File: src/prox_sup_pkg.sv
/*
 * Constants for the proximity supervisor: register map, field layouts,
 * reset values, timing counts and state encodings.
 * Assumes a 100 MHz aclk and a 32-bit AXI4-Lite register bus.
 */
package prox_sup_pkg;

	// ----------------------------------------------------------------
	// Register byte offsets
	// ----------------------------------------------------------------
	localparam logic [7:0] CTRL_OFS    = 8'h00;
	localparam logic [7:0] STATUS_OFS  = 8'h04;
	localparam logic [7:0] REFSCL_OFS  = 8'h08;
	localparam logic [7:0] MOVE_OFS    = 8'h0C;
	localparam logic [7:0] TOUT_OFS    = 8'h10;
	localparam logic [7:0] CH0_OFS     = 8'h14;
	localparam logic [7:0] CH1_OFS     = 8'h18;
	localparam logic [7:0] ADJ_OFS     = 8'h1C;
	localparam logic [7:0] SNAP_OFS    = 8'h20;

	// ----------------------------------------------------------------
	// Control register fields
	// ----------------------------------------------------------------
	localparam int CTRL_ACK_BIT    = 0;
	localparam int CTRL_SOFT_BIT   = 1;
	localparam int CTRL_REF_BIT    = 2;
	localparam int CTRL_MOVE_BIT   = 3;
	localparam int CTRL_IND_BIT    = 4;
	localparam int CTRL_EVENT_BIT  = 5;
	localparam int CTRL_MAP_BIT    = 6;
	localparam int CTRL_IF_LO      = 8;
	localparam int CTRL_IF_W       = 2;
	localparam int CTRL_BOOST_LO   = 16;
	localparam int BOOST_W         = 6;
	localparam logic [1:0] IF_STREAM     = 2'h0;
	localparam logic [1:0] IF_EVENT      = 2'h1;
	localparam logic [1:0] IF_STANDALONE = 2'h2;
	localparam logic [7:0] DEBUG_CODE    = 8'hC0;
	localparam logic [7:0] END_COMM_CODE = 8'hFF;
	localparam logic [5:0] BOOST_RST     = 6'h01;
	localparam logic [5:0] BOOST_MAX     = 6'h32;

	// ----------------------------------------------------------------
	// Status register fields
	// ----------------------------------------------------------------
	localparam int ST_RESET_BIT  = 0;
	localparam int ST_TOUCH_LO   = 1;
	localparam int ST_MOTION_LO  = 3;
	localparam int ST_MEVT_BIT   = 5;
	localparam int ST_WIN_BIT    = 6;
	localparam int ST_DEBUG_BIT  = 7;
	localparam int ST_TUNE_BIT   = 8;

	// ----------------------------------------------------------------
	// Reset values and widths
	// ----------------------------------------------------------------
	localparam int CNT_W = 16;
	localparam logic [7:0] REF_MUL_RST  = 8'h01;
	localparam logic [7:0] REF_DIV_RST  = 8'h01;
	localparam logic [7:0] MBETA_RST    = 8'h80;
	localparam logic [15:0] MTHR_RST    = 16'h0010;
	localparam logic [3:0] MDEB_RST     = 4'h2;
	localparam logic [15:0] TOUCH_THR_RST = 16'h0040;
	localparam logic [15:0] TOUT_MS_RST = 16'h0064;

	// ----------------------------------------------------------------
	// Timing
	// ----------------------------------------------------------------
	localparam int CLK_HZ       = 100_000_000;
	localparam int WDOG_MS      = 255;
	localparam int WDOG_CYC     = WDOG_MS * (CLK_HZ / 1000);
	localparam int MS_CYC       = CLK_HZ / 1000;
	localparam int DBG_WIN_US   = 208500;
	localparam int DBG_WIN_CYC  = DBG_WIN_US * (CLK_HZ / 1_000_000);
	localparam int TUNE_MS      = 220;
	localparam int TUNE_CYC     = TUNE_MS * MS_CYC;
	localparam int TMR_W        = 32;

	// ----------------------------------------------------------------
	// Supervisor states
	// ----------------------------------------------------------------
	typedef enum logic [3:0] {
		ST_TUNE    = 4'b0001,
		ST_DBGWIN  = 4'b0010,
		ST_RUN     = 4'b0100,
		ST_DEBUG   = 4'b1000
	} sup_state_e;

endpackage

File: src/proximity_ui_supervisor.sv
/*
 * Supervisory and signal processing logic of a two-channel proximity
 * controller: resets, reference tracking, movement, oversampling,
 * standalone outputs, tuning indication and watchdog.
 * Assumes a serial front end that reports byte and window events as
 * one-cycle pulses, and raw sample strobes from the converter.
 */
`timescale 1ns/1ps
module proximity_ui_supervisor #(
	parameter int WDOG_CYCLES = prox_sup_pkg::WDOG_CYC,
	parameter int DBG_CYCLES  = prox_sup_pkg::DBG_WIN_CYC,
	parameter int TUNE_CYCLES = prox_sup_pkg::TUNE_CYC,
	parameter int MS_CYCLES   = prox_sup_pkg::MS_CYC
) (
	input  wire logic        aclk,
	input  wire logic        aresetn,
	input  wire logic        clk_en,
	input  wire logic [7:0]  s_axi_awaddr,
	input  wire logic        s_axi_awvalid,
	output logic             s_axi_awready,
	input  wire logic [31:0] s_axi_wdata,
	input  wire logic [3:0]  s_axi_wstrb,
	input  wire logic        s_axi_wvalid,
	output logic             s_axi_wready,
	output logic [1:0]       s_axi_bresp,
	output logic             s_axi_bvalid,
	input  wire logic        s_axi_bready,
	input  wire logic [7:0]  s_axi_araddr,
	input  wire logic        s_axi_arvalid,
	output logic             s_axi_arready,
	output logic [31:0]      s_axi_rdata,
	output logic [1:0]       s_axi_rresp,
	output logic             s_axi_rvalid,
	input  wire logic        s_axi_rready,
	input  wire logic        ready_reset_line_i,
	output logic             ready_reset_line_o,
	output logic             ready_reset_line_oe,
	input  wire logic        mode_select_input,
	output logic             data_or_touch_output,
	output logic             clock_or_touch_output_o,
	output logic             clock_or_touch_output_oe,
	input  wire logic        pad0_valid,
	input  wire logic [15:0] pad0_counts,
	input  wire logic        pad1_valid,
	input  wire logic [15:0] pad1_counts,
	input  wire logic        serial_byte,
	input  wire logic        serial_start,
	input  wire logic        serial_end,
	input  wire logic        window_req,
	input  wire logic        tune_req,
	input  wire logic        debug_exit,
	output logic             comm_window
);
	import prox_sup_pkg::*;

	// ----------------------------------------------------------------
	// State
	// ----------------------------------------------------------------
	typedef struct packed {
		sup_state_e        st;
		logic [TMR_W-1:0]  phase_tmr;
		logic [TMR_W-1:0]  wdog;
		logic              reset_flag;
		logic              debug_used;
		logic              in_xfer;
		logic              win;
		logic [31:0]       ctrl;
		logic [7:0]        ref_mul;
		logic [7:0]        ref_div;
		logic [7:0]        mbeta;
		logic [15:0]       mthr;
		logic [3:0]        mdeb;
		logic [15:0]       touch_thr;
		logic [15:0]       tout_ms;
		logic [1:0][21:0]  acc;
		logic [1:0][5:0]   ovs;
		logic [1:0][15:0]  cnt;
		logic [1:0][23:0]  filt;
		logic [1:0][15:0]  long_term_average;
		logic [15:0]       snap;
		logic [15:0]       adj;
		logic [1:0][3:0]   mdcnt;
		logic [1:0]        motion;
		logic              mevt;
		logic [1:0]        touch;
		logic [1:0][TMR_W-1:0] ttmr;
		logic              aw_got;
		logic              w_got;
		logic [7:0]        awaddr;
		logic [31:0]       wdata;
		logic [3:0]        wstrb;
		logic              bvalid;
		logic              rvalid;
		logic [31:0]       rdata;
		logic [1:0]        rresp;
		logic              out_a;
		logic              out_b;
		logic              rdy_oe;
	} state_s;

	state_s q, d;

	// Absolute difference helper, used by movement and touch checks
	function automatic logic [15:0] absdiff(input logic [15:0] a,
		input logic [15:0] b);
		absdiff = (a > b) ? a - b : b - a;
	endfunction

	// Merge strobed bytes into a 32-bit register
	function automatic logic [31:0] merge(input logic [31:0] old,
		input logic [31:0] nw, input logic [3:0] strb);
		logic [31:0] r;
		r = old;
		for (int i = 0; i < 4; i++) begin
			if (strb[i]) begin
				r[i*8 +: 8] = nw[i*8 +: 8];
			end
		end
		merge = r;
	endfunction

	logic [1:0]       raw_valid;
	logic [1:0][15:0] raw_cnt;
	logic             map_swap;
	assign map_swap  = q.ctrl[CTRL_MAP_BIT];
	// Pads are routed to channels by the mapping bit
	assign raw_valid = map_swap ? {pad0_valid, pad1_valid}
		: {pad1_valid, pad0_valid};
	assign raw_cnt   = map_swap ? {pad0_counts, pad1_counts}
		: {pad1_counts, pad0_counts};

	// ----------------------------------------------------------------
	// Next state
	// ----------------------------------------------------------------
	always_comb begin
		logic        line_reset;
		logic        any_reset;
		logic        wr_fire;
		logic        kick;
		logic [31:0] wv;
		logic [5:0]  boost;
		logic        standalone;
		logic        tout_on;
		logic [TMR_W-1:0] tout_cyc;
		logic signed [33:0] delta;
		logic signed [33:0] corr;
		logic [15:0] mv;
		logic [23:0] beta_term;
		line_reset = 1'b0;
		any_reset  = 1'b0;
		wr_fire    = 1'b0;
		kick       = 1'b0;
		wv         = '0;
		delta      = '0;
		corr       = '0;
		mv         = '0;
		beta_term  = '0;
		d = q;
		boost      = (q.ctrl[CTRL_BOOST_LO +: BOOST_W] == 6'h00)
			? BOOST_RST : q.ctrl[CTRL_BOOST_LO +: BOOST_W];
		if (boost > BOOST_MAX) begin
			boost = BOOST_MAX;
		end
		standalone = q.ctrl[CTRL_IF_LO +: CTRL_IF_W] == IF_STANDALONE
			&& q.st != ST_DEBUG;
		tout_on    = !(standalone && mode_select_input);
		tout_cyc   = TMR_W'(q.tout_ms) * TMR_W'(MS_CYCLES);

		// AXI write channel capture, either order
		if (s_axi_awvalid && !q.aw_got) begin
			d.aw_got = 1'b1;
			d.awaddr = s_axi_awaddr;
		end
		if (s_axi_wvalid && !q.w_got) begin
			d.w_got = 1'b1;
			d.wdata = s_axi_wdata;
			d.wstrb = s_axi_wstrb;
		end
		if (q.aw_got && q.w_got && !q.bvalid) begin
			wr_fire  = 1'b1;
			d.bvalid = 1'b1;
			d.aw_got = 1'b0;
			d.w_got  = 1'b0;
		end
		if (q.bvalid && s_axi_bready) begin
			d.bvalid = 1'b0;
		end

		// Register writes
		if (wr_fire) begin
			unique case (q.awaddr)
				CTRL_OFS: begin
					wv = merge(q.ctrl, q.wdata, q.wstrb);
					if (wv[CTRL_ACK_BIT]) begin
						d.reset_flag = 1'b0;
					end
					// Debug entry only once until a line reset or aresetn, inside the startup window
					if (q.st == ST_DBGWIN && !q.debug_used
						&& q.wstrb[0] && q.wdata[7:0] == DEBUG_CODE) begin
						d.st = ST_DEBUG;
						d.debug_used = 1'b1;
					end
					wv[CTRL_ACK_BIT]  = 1'b0;
					wv[CTRL_SOFT_BIT] = q.wstrb[0] && q.wdata[CTRL_SOFT_BIT];
					d.ctrl = wv;
				end
				REFSCL_OFS: begin
					wv = merge({16'h0000, q.ref_div, q.ref_mul},
						q.wdata, q.wstrb);
					d.ref_mul = wv[7:0];
					d.ref_div = (wv[15:8] == 8'h00) ? REF_DIV_RST : wv[15:8];
				end
				MOVE_OFS: begin
					wv = merge({q.mdeb, 4'h0, q.mbeta, q.mthr},
						q.wdata, q.wstrb);
					d.mthr  = wv[15:0];
					d.mbeta = wv[23:16];
					d.mdeb  = wv[31:28];
				end
				TOUT_OFS: begin
					wv = merge({q.touch_thr, q.tout_ms}, q.wdata, q.wstrb);
					d.tout_ms   = wv[15:0];
					d.touch_thr = wv[31:16];
				end
				default: begin
				end
			endcase
		end

		// AXI read channel; unmapped reads answer SLVERR
		if (s_axi_arvalid && !q.rvalid) begin
			d.rvalid = 1'b1;
			d.rresp  = 2'b00;
			unique case (s_axi_araddr)
				CTRL_OFS:   d.rdata = q.ctrl;
				STATUS_OFS: d.rdata = {23'h0, q.st == ST_TUNE,
					q.st == ST_DEBUG, q.win, q.mevt, q.motion, q.touch,
					q.reset_flag};
				REFSCL_OFS: d.rdata = {16'h0000, q.ref_div, q.ref_mul};
				MOVE_OFS:   d.rdata = {q.mdeb, 4'h0, q.mbeta, q.mthr};
				TOUT_OFS:   d.rdata = {q.touch_thr, q.tout_ms};
				CH0_OFS:    d.rdata = {q.long_term_average[0], q.cnt[0]};
				CH1_OFS:    d.rdata = {q.long_term_average[1], q.cnt[1]};
				ADJ_OFS:    d.rdata = {16'h0000, q.adj};
				SNAP_OFS:   d.rdata = {16'h0000, q.snap};
				default: begin
					d.rdata = '0;
					d.rresp = 2'b10;
				end
			endcase
			if (s_axi_araddr == STATUS_OFS) begin
				d.mevt = 1'b0;
			end
		end
		if (q.rvalid && s_axi_rready) begin
			d.rvalid = 1'b0;
		end

		// Oversampling accumulate and movement filter per channel
		d.mevt = d.mevt;
		for (int c = 0; c < 2; c++) begin
			if (raw_valid[c]) begin
				d.acc[c] = q.acc[c] + 22'(raw_cnt[c]);
				d.ovs[c] = q.ovs[c] + 6'h01;
				if (q.ovs[c] + 6'h01 >= boost) begin
					d.acc[c] = '0;
					d.ovs[c] = '0;
					d.cnt[c] = 16'(q.acc[c] + 22'(raw_cnt[c]));
					// IIR: filt += (counts - filt) * beta / 256
					beta_term = 24'((32'(d.cnt[c]) * 32'(q.mbeta)));
					d.filt[c] = 24'((32'(q.filt[c]) * 32'(9'h100 - q.mbeta)
						+ 32'(beta_term) * 32'h100) >> 8);
					mv = absdiff(d.cnt[c], q.filt[c][23:8]);
					if ((mv > q.mthr) != q.motion[c]) begin
						d.mdcnt[c] = q.mdcnt[c] + 4'h1;
						if (q.mdcnt[c] >= q.mdeb) begin
							d.motion[c] = !q.motion[c];
							d.mdcnt[c]  = '0;
							d.mevt      = 1'b1;
						end
					end else begin
						d.mdcnt[c] = '0;
					end
				end
			end
		end

		// Reference correction of the sensing channel
		if (q.ctrl[CTRL_REF_BIT]) begin
			delta = 34'(q.cnt[1]) - 34'(q.snap);
			corr  = (delta * $signed(34'(q.ref_mul))) / $signed(34'(q.ref_div));
			d.adj = 16'(34'(q.cnt[0]) - corr);
		end else begin
			d.adj = q.cnt[0];
		end

		// Touch detection, timeout, reseed of long-term average
		for (int c = 0; c < 2; c++) begin
			if (q.st == ST_TUNE) begin
				d.long_term_average[c] = c == 0 ? d.adj : d.cnt[c];
				d.touch[c] = 1'b0;
			end else if (!q.touch[c]) begin
				if (absdiff(c == 0 ? q.adj : q.cnt[c], q.long_term_average[c])
					> q.touch_thr) begin
					d.touch[c] = 1'b1;
					d.ttmr[c]  = '0;
				end
			end else begin
				d.ttmr[c] = q.ttmr[c] + 1'b1;
				if (q.ctrl[CTRL_MOVE_BIT] && q.motion[c]) begin
					d.ttmr[c] = '0;
				end
				if (absdiff(c == 0 ? q.adj : q.cnt[c], q.long_term_average[c])
					<= q.touch_thr) begin
					d.touch[c] = 1'b0;
				end else if (tout_on && q.ttmr[c] >= tout_cyc) begin
					d.long_term_average[c]   = c == 0 ? q.adj : q.cnt[c];
					d.touch[c] = 1'b0;
				end
			end
		end

		// Supervisor sequence: startup tuning, debug window, run
		d.phase_tmr = q.phase_tmr + 1'b1;
		unique case (q.st)
			ST_TUNE: begin
				if (q.phase_tmr >= TMR_W'(TUNE_CYCLES - 1)) begin
					d.snap = q.cnt[1];
					d.phase_tmr = '0;
					d.st = (standalone && !q.debug_used)
						? ST_DBGWIN : ST_RUN;
				end
			end
			ST_DBGWIN: begin
				if (q.phase_tmr >= TMR_W'(DBG_CYCLES - 1)) begin
					d.st = ST_RUN;
				end
			end
			ST_RUN: begin
				if (tune_req) begin
					d.st = ST_TUNE;
					d.phase_tmr = '0;
				end
			end
			ST_DEBUG: begin
				if (debug_exit) begin
					d.st = ST_RUN;
				end
			end
		endcase

		// Communication window: startup debug, event mode, requests
		if (q.st == ST_DBGWIN || q.st == ST_DEBUG) begin
			d.win = !standalone || q.st == ST_DBGWIN;
		end else if (standalone) begin
			d.win = 1'b0;
		end else if (q.ctrl[CTRL_EVENT_BIT]) begin
			if (q.reset_flag || q.mevt || window_req) begin
				d.win = 1'b1;
			end
		end else if (window_req) begin
			d.win = 1'b1;
		end
		if (serial_start) begin
			d.in_xfer = 1'b1;
		end
		if (serial_end) begin
			d.in_xfer = 1'b0;
			if (q.st != ST_DBGWIN && q.st != ST_DEBUG) begin
				d.win = 1'b0;
			end
		end

		// Watchdog: kick per byte, free kick outside a window
		kick = serial_byte || !q.win;
		if (kick) begin
			d.wdog = TMR_W'(WDOG_CYCLES - 1);
		end else if (q.wdog != '0) begin
			d.wdog = q.wdog - 1'b1;
		end

		// Outputs: standalone touch or tuning indication
		d.out_a = standalone && ((|q.touch)
			|| (q.ctrl[CTRL_IND_BIT] && q.st == ST_TUNE));
		d.out_b = d.out_a;
		d.rdy_oe = d.win && !standalone;

		// Line, soft and watchdog resets restart everything except pending bus answers and, unless line reset, debug_used
		line_reset = !ready_reset_line_i && !q.rdy_oe
			&& !standalone && !q.win;
		any_reset = line_reset
			|| (q.ctrl[CTRL_SOFT_BIT])
			|| (!kick && q.wdog == '0);
		if (any_reset) begin
			d = '0;
			d.st         = ST_TUNE;
			d.reset_flag = 1'b1;
			d.debug_used = q.debug_used && !line_reset;
			d.wdog       = TMR_W'(WDOG_CYCLES - 1);
			d.ref_mul    = REF_MUL_RST;
			d.ref_div    = REF_DIV_RST;
			d.mbeta      = MBETA_RST;
			d.mthr       = MTHR_RST;
			d.mdeb       = MDEB_RST;
			d.touch_thr  = TOUCH_THR_RST;
			d.tout_ms    = TOUT_MS_RST;
			d.ctrl[CTRL_BOOST_LO +: BOOST_W] = BOOST_RST;
			d.bvalid     = q.bvalid && !s_axi_bready;
			d.rvalid     = q.rvalid && !s_axi_rready;
			d.rdata      = q.rdata;
			d.rresp      = q.rresp;
		end
	end

	// ----------------------------------------------------------------
	// Register stage; clock enable freezes everything, aresetn still acts
	// ----------------------------------------------------------------
	always_ff @(posedge aclk) begin
		if (!aresetn) begin
			q <= '0;
			q.st <= ST_TUNE;
			q.reset_flag <= 1'b1;
			q.wdog <= TMR_W'(WDOG_CYCLES - 1);
			q.ref_mul <= REF_MUL_RST;
			q.ref_div <= REF_DIV_RST;
			q.mbeta <= MBETA_RST;
			q.mthr <= MTHR_RST;
			q.mdeb <= MDEB_RST;
			q.touch_thr <= TOUCH_THR_RST;
			q.tout_ms <= TOUT_MS_RST;
			q.ctrl[CTRL_BOOST_LO +: BOOST_W] <= BOOST_RST;
		end else if (clk_en) begin
			q <= d;
		end
	end

	// Ports straight from the state flops; s_axi_bresp, ready_reset_line_o and clock_or_touch_output_o tied to 0
	assign s_axi_awready           = !q.aw_got;
	assign s_axi_wready            = !q.w_got;
	assign s_axi_bvalid            = q.bvalid;
	assign s_axi_bresp             = 2'b00;
	assign s_axi_arready           = !q.rvalid;
	assign s_axi_rvalid            = q.rvalid;
	assign s_axi_rdata             = q.rdata;
	assign s_axi_rresp             = q.rresp;
	assign ready_reset_line_o      = 1'b0;
	assign ready_reset_line_oe     = q.rdy_oe;
	assign data_or_touch_output    = q.out_a;
	assign clock_or_touch_output_o = 1'b0;
	assign clock_or_touch_output_oe = q.out_b;
	assign comm_window             = q.win;

endmodule

File: config.mk
export PLATFORM = sky130hd
export DESIGN_NAME = proximity_ui_supervisor
export DESIGN_NICKNAME = d
export VERILOG_FILES = /design/src/prox_sup_pkg.sv /design/src/proximity_ui_supervisor.sv
export SDC_FILE = /design/constraint.sdc
export NUM_CORES = 2
export LEC_CHECK = 0
export BUFFER_PORTS_ARGS = -buffer_cell sky130_fd_sc_hd__buf_2
export CAP_MARGIN = 20
export CORE_MARGIN = 3
export CORE_UTILIZATION = 54
export CTS_CLUSTER_DIAMETER = 30
export DETAILED_ROUTE_END_ITERATION = 16
export PLACE_DENSITY_LB_ADDON = 0.08
export SYNTH_ARGS = -nofsm -noshare
export SYNTH_HDL_FRONTEND = slang
export SYNTH_SLANG_ARGS = --single-unit
File: constraint.sdc
create_clock -name aclk -period 127.2 [get_ports aclk]
set_clock_uncertainty 0.05 [all_clocks]
set_input_delay 6.36 -clock aclk [delete_from_list [all_inputs] [get_ports aclk]]
set_output_delay 6.36 -clock aclk [all_outputs]
set_load 0.01 [all_outputs]
; ---- After elaboration in Yosys (flattened, before gate mapping)
; Index checks and enable logic that the tools add are counted.
[word_totals]
register_bits = 541
latchBits = 0
ram_bits = 0
rom_bits = 0
inputBits = 102
memories = 0
[op_classes]
add_sub_neg = 23
multipliers = 6
div_mod_pow = 1
order_cmp = 19
eq_ne = 24
shift = 0
mux = 129
n_bitwise = 1
n_reduce_logical = 131
[op_table]
columns = op, n
row1 = 2-to-1 mux 542 bit, 1
row2 = 2-to-1 mux 32 bit, 13
row3 = 2-to-1 mux 16 bit, 20
row4 = one-hot mux 32 bit (9 select lines), 1
row5 = subtractor 16 bit, 9
row6 = > comparator 16 bit, 8
row7 = 2-to-1 mux 108 bit, 1
row8 = 2-to-1 mux 36 bit, 3
row9 = 2-to-1 mux 8 bit, 13
row10 = "adder 32 x 1 -> 32 bit, second input constant", 3
row11 = 2-to-1 mux 24 bit, 4
row12 = 2-to-1 mux 22 bit, 4
row13 = AND reduction 4 bit, 17
row14 = adder 32 bit, 2
row15 = "greater-or-equal comparator 32 x 25 -> 1 bit, second input constant", 2
row16 = greater-or-equal comparator 32 bit, 2
row17 = one-hot mux 32 bit (2 select lines), 1
row18 = 2-to-1 mux 4 bit, 13
row19 = multiplier 16 x 8 -> 24 bit, 2
row20 = nonzero test 2 bit, 23
row21 = adder 22 x 16 -> 22 bit, 2
row22 = "== test 8 x 5 -> 1 bit, second input constant", 5
row23 = 2-to-1 mux 6 bit, 6
row24 = 2-to-1 mux 1 bit, 35
row25 = other kinds (47), 144

; ---- Logic depth before layout (Yosys ltp)
[logic_depth]
word_depth = 14
ltp_mapped = 523
mapped_depth_nobuf = 488

; ---- Worst setup path before layout
; No wires, ideal clock.
[synth_path]
path_kind = reg2reg
startpoint = register q[290] (netlist bit)
endpoint = register q[177] (netlist bit)
setup_time_ns = 0.058
t_arrival_ns = 99.192
setup_slack_ns = 27.900
path_stages_with_launch = 506
path_buffers = 39
synth_period_minus_slack_ns = 99.300
cell_sequence = dfxtp_1 inv_1 ha_1 fa_1 nor2b_1 o21ai_0 nand2b_1 a21o_1 a21o_1 a21o_1 a21o_1 a21o_1 a21o_1 a21o_1 a21o_1 a21o_1 a21o_1 a21o_1 [... 470 more ...] nand2b_1 a21o_1 a21o_1 a21o_1 a21o_1 a21o_1 a21o_1 a21o_1 a21o_1 a21o_1 a21o_1 a21o_1 a21oi_1 xnor2_1 xnor2_1 or3_1 a21oi_1 o21a_1
[synth_via]
elab_chain_cells = 6
[synth_rtl]
columns = element, line
row1 = start: declaration, proximity_ui_supervisor.sv:101  ; state_s q, d;
row2 = subtractor 16 x 16 -> 17 bit, proximity_ui_supervisor.sv:290  ; delta = 34'(q.cnt[1]) - 34'(q.snap);
row3 = multiplier 17 x 9 -> 26 bit, proximity_ui_supervisor.sv:291  ; corr = (delta * $signed(34'(q.ref_mul))) / $signed(34'(q.ref_div));
row4 = divider 34 x 9 -> 34 bit, proximity_ui_supervisor.sv:291
row5 = subtractor 16 bit, proximity_ui_supervisor.sv:292  ; d.adj = 16'(34'(q.cnt[0]) - corr);
row6 = 2-to-1 mux 16 bit, proximity_ui_supervisor.sv:289  ; if (q.ctrl[CTRL_REF_BIT]) begin
row7 = 2-to-1 mux 542 bit, proximity_ui_supervisor.sv:394  ; if (any_reset) begin
; No other way between the ends.
; A chain may end at the register's enable or synchronous reset.

; ---- Final worst setup path
[layout_path]
startpoint = register q[291] (netlist bit)
endpoint = register q[209] (netlist bit)
[layout_via]
elab_chain_cells = 7
[layout_rtl]
columns = element, line
row1 = subtractor 16 x 16 -> 17 bit, proximity_ui_supervisor.sv:290
row2 = multiplier 17 x 9 -> 26 bit, proximity_ui_supervisor.sv:291
row3 = divider 34 x 9 -> 34 bit, proximity_ui_supervisor.sv:291
row4 = subtractor 16 bit, proximity_ui_supervisor.sv:292
row5 = 2-to-1 mux 16 bit, proximity_ui_supervisor.sv:289
row6 = 2-to-1 mux 16 bit, proximity_ui_supervisor.sv:299  ; if (q.st == ST_TUNE) begin
row7 = 2-to-1 mux 542 bit, proximity_ui_supervisor.sv:394
; No other way between the ends.

==> results_dict.tcl <==
set metrics [dict create \
    cp_num_buf_inv 26 \
    io_pins 149 \
    clockBufferDepth 3 \
    drv_slew 0 \
    root_buffer "clkbuf_16" \
    routedWlPerCell_um 20.1 \
    cts_setup_buffers 0 \
    path_max_fanout 30 \
    layout-area-overhead-vs-synth_pct 9.45 \
    ctsResizeCount 0 \
    drive_above_1_share_pct 7.43 \
    cp.depth 465 \
    grt_pass1_wl_um 422000 \
    synthSimpleGateAreaFrac_pct 21.3 \
    clk-insertion-delay-late_ns 0.79 \
    initial_core_util_pct 54.6 \
    core_sq_mm 0.159 \
    antenna_found_initial 19 \
    cts_buffers 147 \
    yosys.area_share.adder_pct 30.7 \
    htreeDepth 4 \
    ys_top_cells_by_count "inv_1 (1281), nand2_1 (1127), ha_1 (1043)" \
    seq_area_frac_synth_pct 12.1 \
    relSlewSlack_pct 24.1 \
    fmax_mhz 8.70 \
    startpoint "q[291]" \
    r2r_start "q[291]" \
    first_iter_violations 5826 \
    synthTopCellsByArea "fa_1 (16%), ha_1 (15%), dfxtp_1 (12%)" \
    synthMuxAreaShare_pct 2.47 \
    crit_required_ns 127.79 \
    largest-register "q" \
    yosysWarnings 0 \
    synth.avg_cell_area_sq_um 7.91 \
    grt_pass1_vias 77019 \
    globalplace.congestion 0.955 \
    vias 78553 \
    cts_hold_buf 0 \
    top_usage_layer "met2" \
    fin_nets 12727 \
    fp.dieW_um 407 \
    synth.top_cell.area_share_pct 15.6 \
    r2r_cells 465 \
    dpl.hpwl_um 207000 \
    grt_overflow 0 \
    synth-seq-cells 526 \
    track_usage_pct 31.3 \
    cts_tree "yes" \
    synthArstFlopShare_pct 0 \
    remaining_drc_errors 0 \
    crit_path_end_kind "flop" \
    r2r_end "q[209]" \
    synth-edff-count 0 \
    period_share_pct 90.4 \
    critPathLaunchType "flop" \
    slowest_stage "nand3_1" \
    path_delay_family "compound AO/OA/AOI/OAI gates" \
    finalHoldViolCount 0 \
    yosysUniqueCellTypes 131 \
    cts_sinks 526 \
    use_met3_pct 4.51 \
    yosys.area.top_type "fa_1" \
    critPathArrivalTime_ns 115.56 \
    rsz0062_at_grt "no" \
    synth-compound-area-share_pct 19.9 \
    r2r_slack_ns 12.24 \
    outcome "completed" \
    port-buffer-count 142 \
    postRouteAntennaNets 0 \
    ys.flop_type "dfxtp_1" \
    cp-endpoint "q[209]" \
    grt_max_degree 251 \
    syn-instance-count 10999 \
    hp-class "reg2reg" \
    tightest_slew_ns 1.14 \
    finalInstanceArea_sq_mm 0.0953 \
    largest_reg_flops 487 \
    row_count 146 \
    crit_path_frequent_cell "o21a_1" \
    dpl_cell_area_sq_mm 0.0894 \
    setup_tns_ns 0 \
    die_y_um 407 \
    groute.layer.met1.usage_pct 42.4 \
    syn-cell-area_sq_mm 0.0870 \
    die-area_sq_mm 0.166 \
    synth_top_family_by_area "adder cells" \
    use_met2_pct 50.2 \
    min_period_ns 114.96 \
    dr.pass1.iters 7 \
    setup_viol_count_final 0 \
    cp_slowest_stage_delay_ns 0.86 \
    drt_wl_total_um 265000 \
    max_cap_viol_count 0 \
    path_clk_slew_ns 0.05 \
    synth.most_common_cell "inv_1" \
    viasPerCell 5.96 \
    path_class "reg2reg" \
    yosys.area_share.xor_xnor_pct 5.52 \
]
worst register-to-register path, delay by kind of cell (launching register included):
kind / cells / cell delay [ns]
AOI/OAI and AO/OA: 256 / 58.54
and+or+nand+nor: 128 / 35.32
adders and majority gates: 41 / 12.92
buffers and inverters: 26 / 3.45
muxes: 11 / 3.26
xor gates and xnor gates: 3 / 0.70
DFF: 1 / 0.45
cell families after synthesis:
logic type / after synthesis
buffers and inverters: 1817
XOR/XNOR: 546
multiplexers: 201
other: 1
flip-flops: 526
AND/OR/NAND/NOR: 3668
adder cells (fa/ha/maj): 1727
AO/OA/AOI/OAI: 2513
layout make-up:
type | instances | area, sq um
diodes | 5 | 12.5
well taps | 2146 | 2690
clock buffers | 190 | 4080
fillers | 14659 | 64000
repair buffers | 276 | 1810
multi-input cells | 8668 | 69700
clock inverters | 76 | 1600
flip-flops and latches | 526 | 10500
inverters | 1284 | 4820
stage by stage:
| step | hold slack [ns] | setup WS [ns] | utilization [%] | cells |
|---|---|---|---|---|
| 6_report | 0.420 | 12.24 | 59.8 | 13171 |
| 5_1_grt | 0.441 | 2.88 | 59.8 | 13167 |
| 4_1_cts | 0.422 | 12.52 | 59.7 | 13159 |
| 3_5_place_dp | 0.416 | 13.15 | 56.2 | 12893 |
| 3_3_place_gp | 0.407 | 14.60 | 56.2 | 12893 |
| 2_1_floorplan | 0.391 | 27.90 | - | 11011 |
worst min path at each step:
stage	end	depth (start not counted)	start	slack (ns)
2_1_floorplan	q[209]	2	q[209]	0.39
3_3_place_gp	q[322]	2	q[322]	0.41
3_5_place_dp	q[318]	2	q[318]	0.42
4_1_cts	q[318]	2	q[318]	0.42
5_1_grt	q[318]	2	q[318]	0.44
6_report	q[318]	2	q[318]	0.42
cells in the final DEF (no fill, tap or decap), types with 46 or more instances in the layout:
master / n
inv_1: 1281
nand2_1: 1125
ha_1: 1043
fa_1: 679
a21oi_1: 578
nor2_1: 550
dfxtp_1: 524
and2_1: 431
xnor2_1: 354
o21ai_0: 339
nor2b_1: 322
nor3_1: 295
nand3_1: 286
a22oi_1: 223
a21o_1: 205
o21a_1: 198
xor2_1: 181
a21boi_0: 149
clkbuf_16: 148
buf_2: 140
buf_4: 127
o21bai_1: 123
nand4_1: 117
nand2b_1: 110
mux2_2: 100
o31ai_1: 97
mux2i_1: 93
and3_1: 92
or3_1: 80
a31oi_1: 56
or2_2: 48
o21ai_1: 46
per-layer routing:
metal	vias up	share of wire, %	wire [um]
met5	-	0.0045	12
met4	2	4.2	11200
met3	466	6.4	17000
met2	2292	45	119000
met1	38204	44	118000
li1	37589	-	-
Power is left out: the tool's default activity adds up to more than one toggle a clock period on the data nets, which glitch-free logic cannot reach.
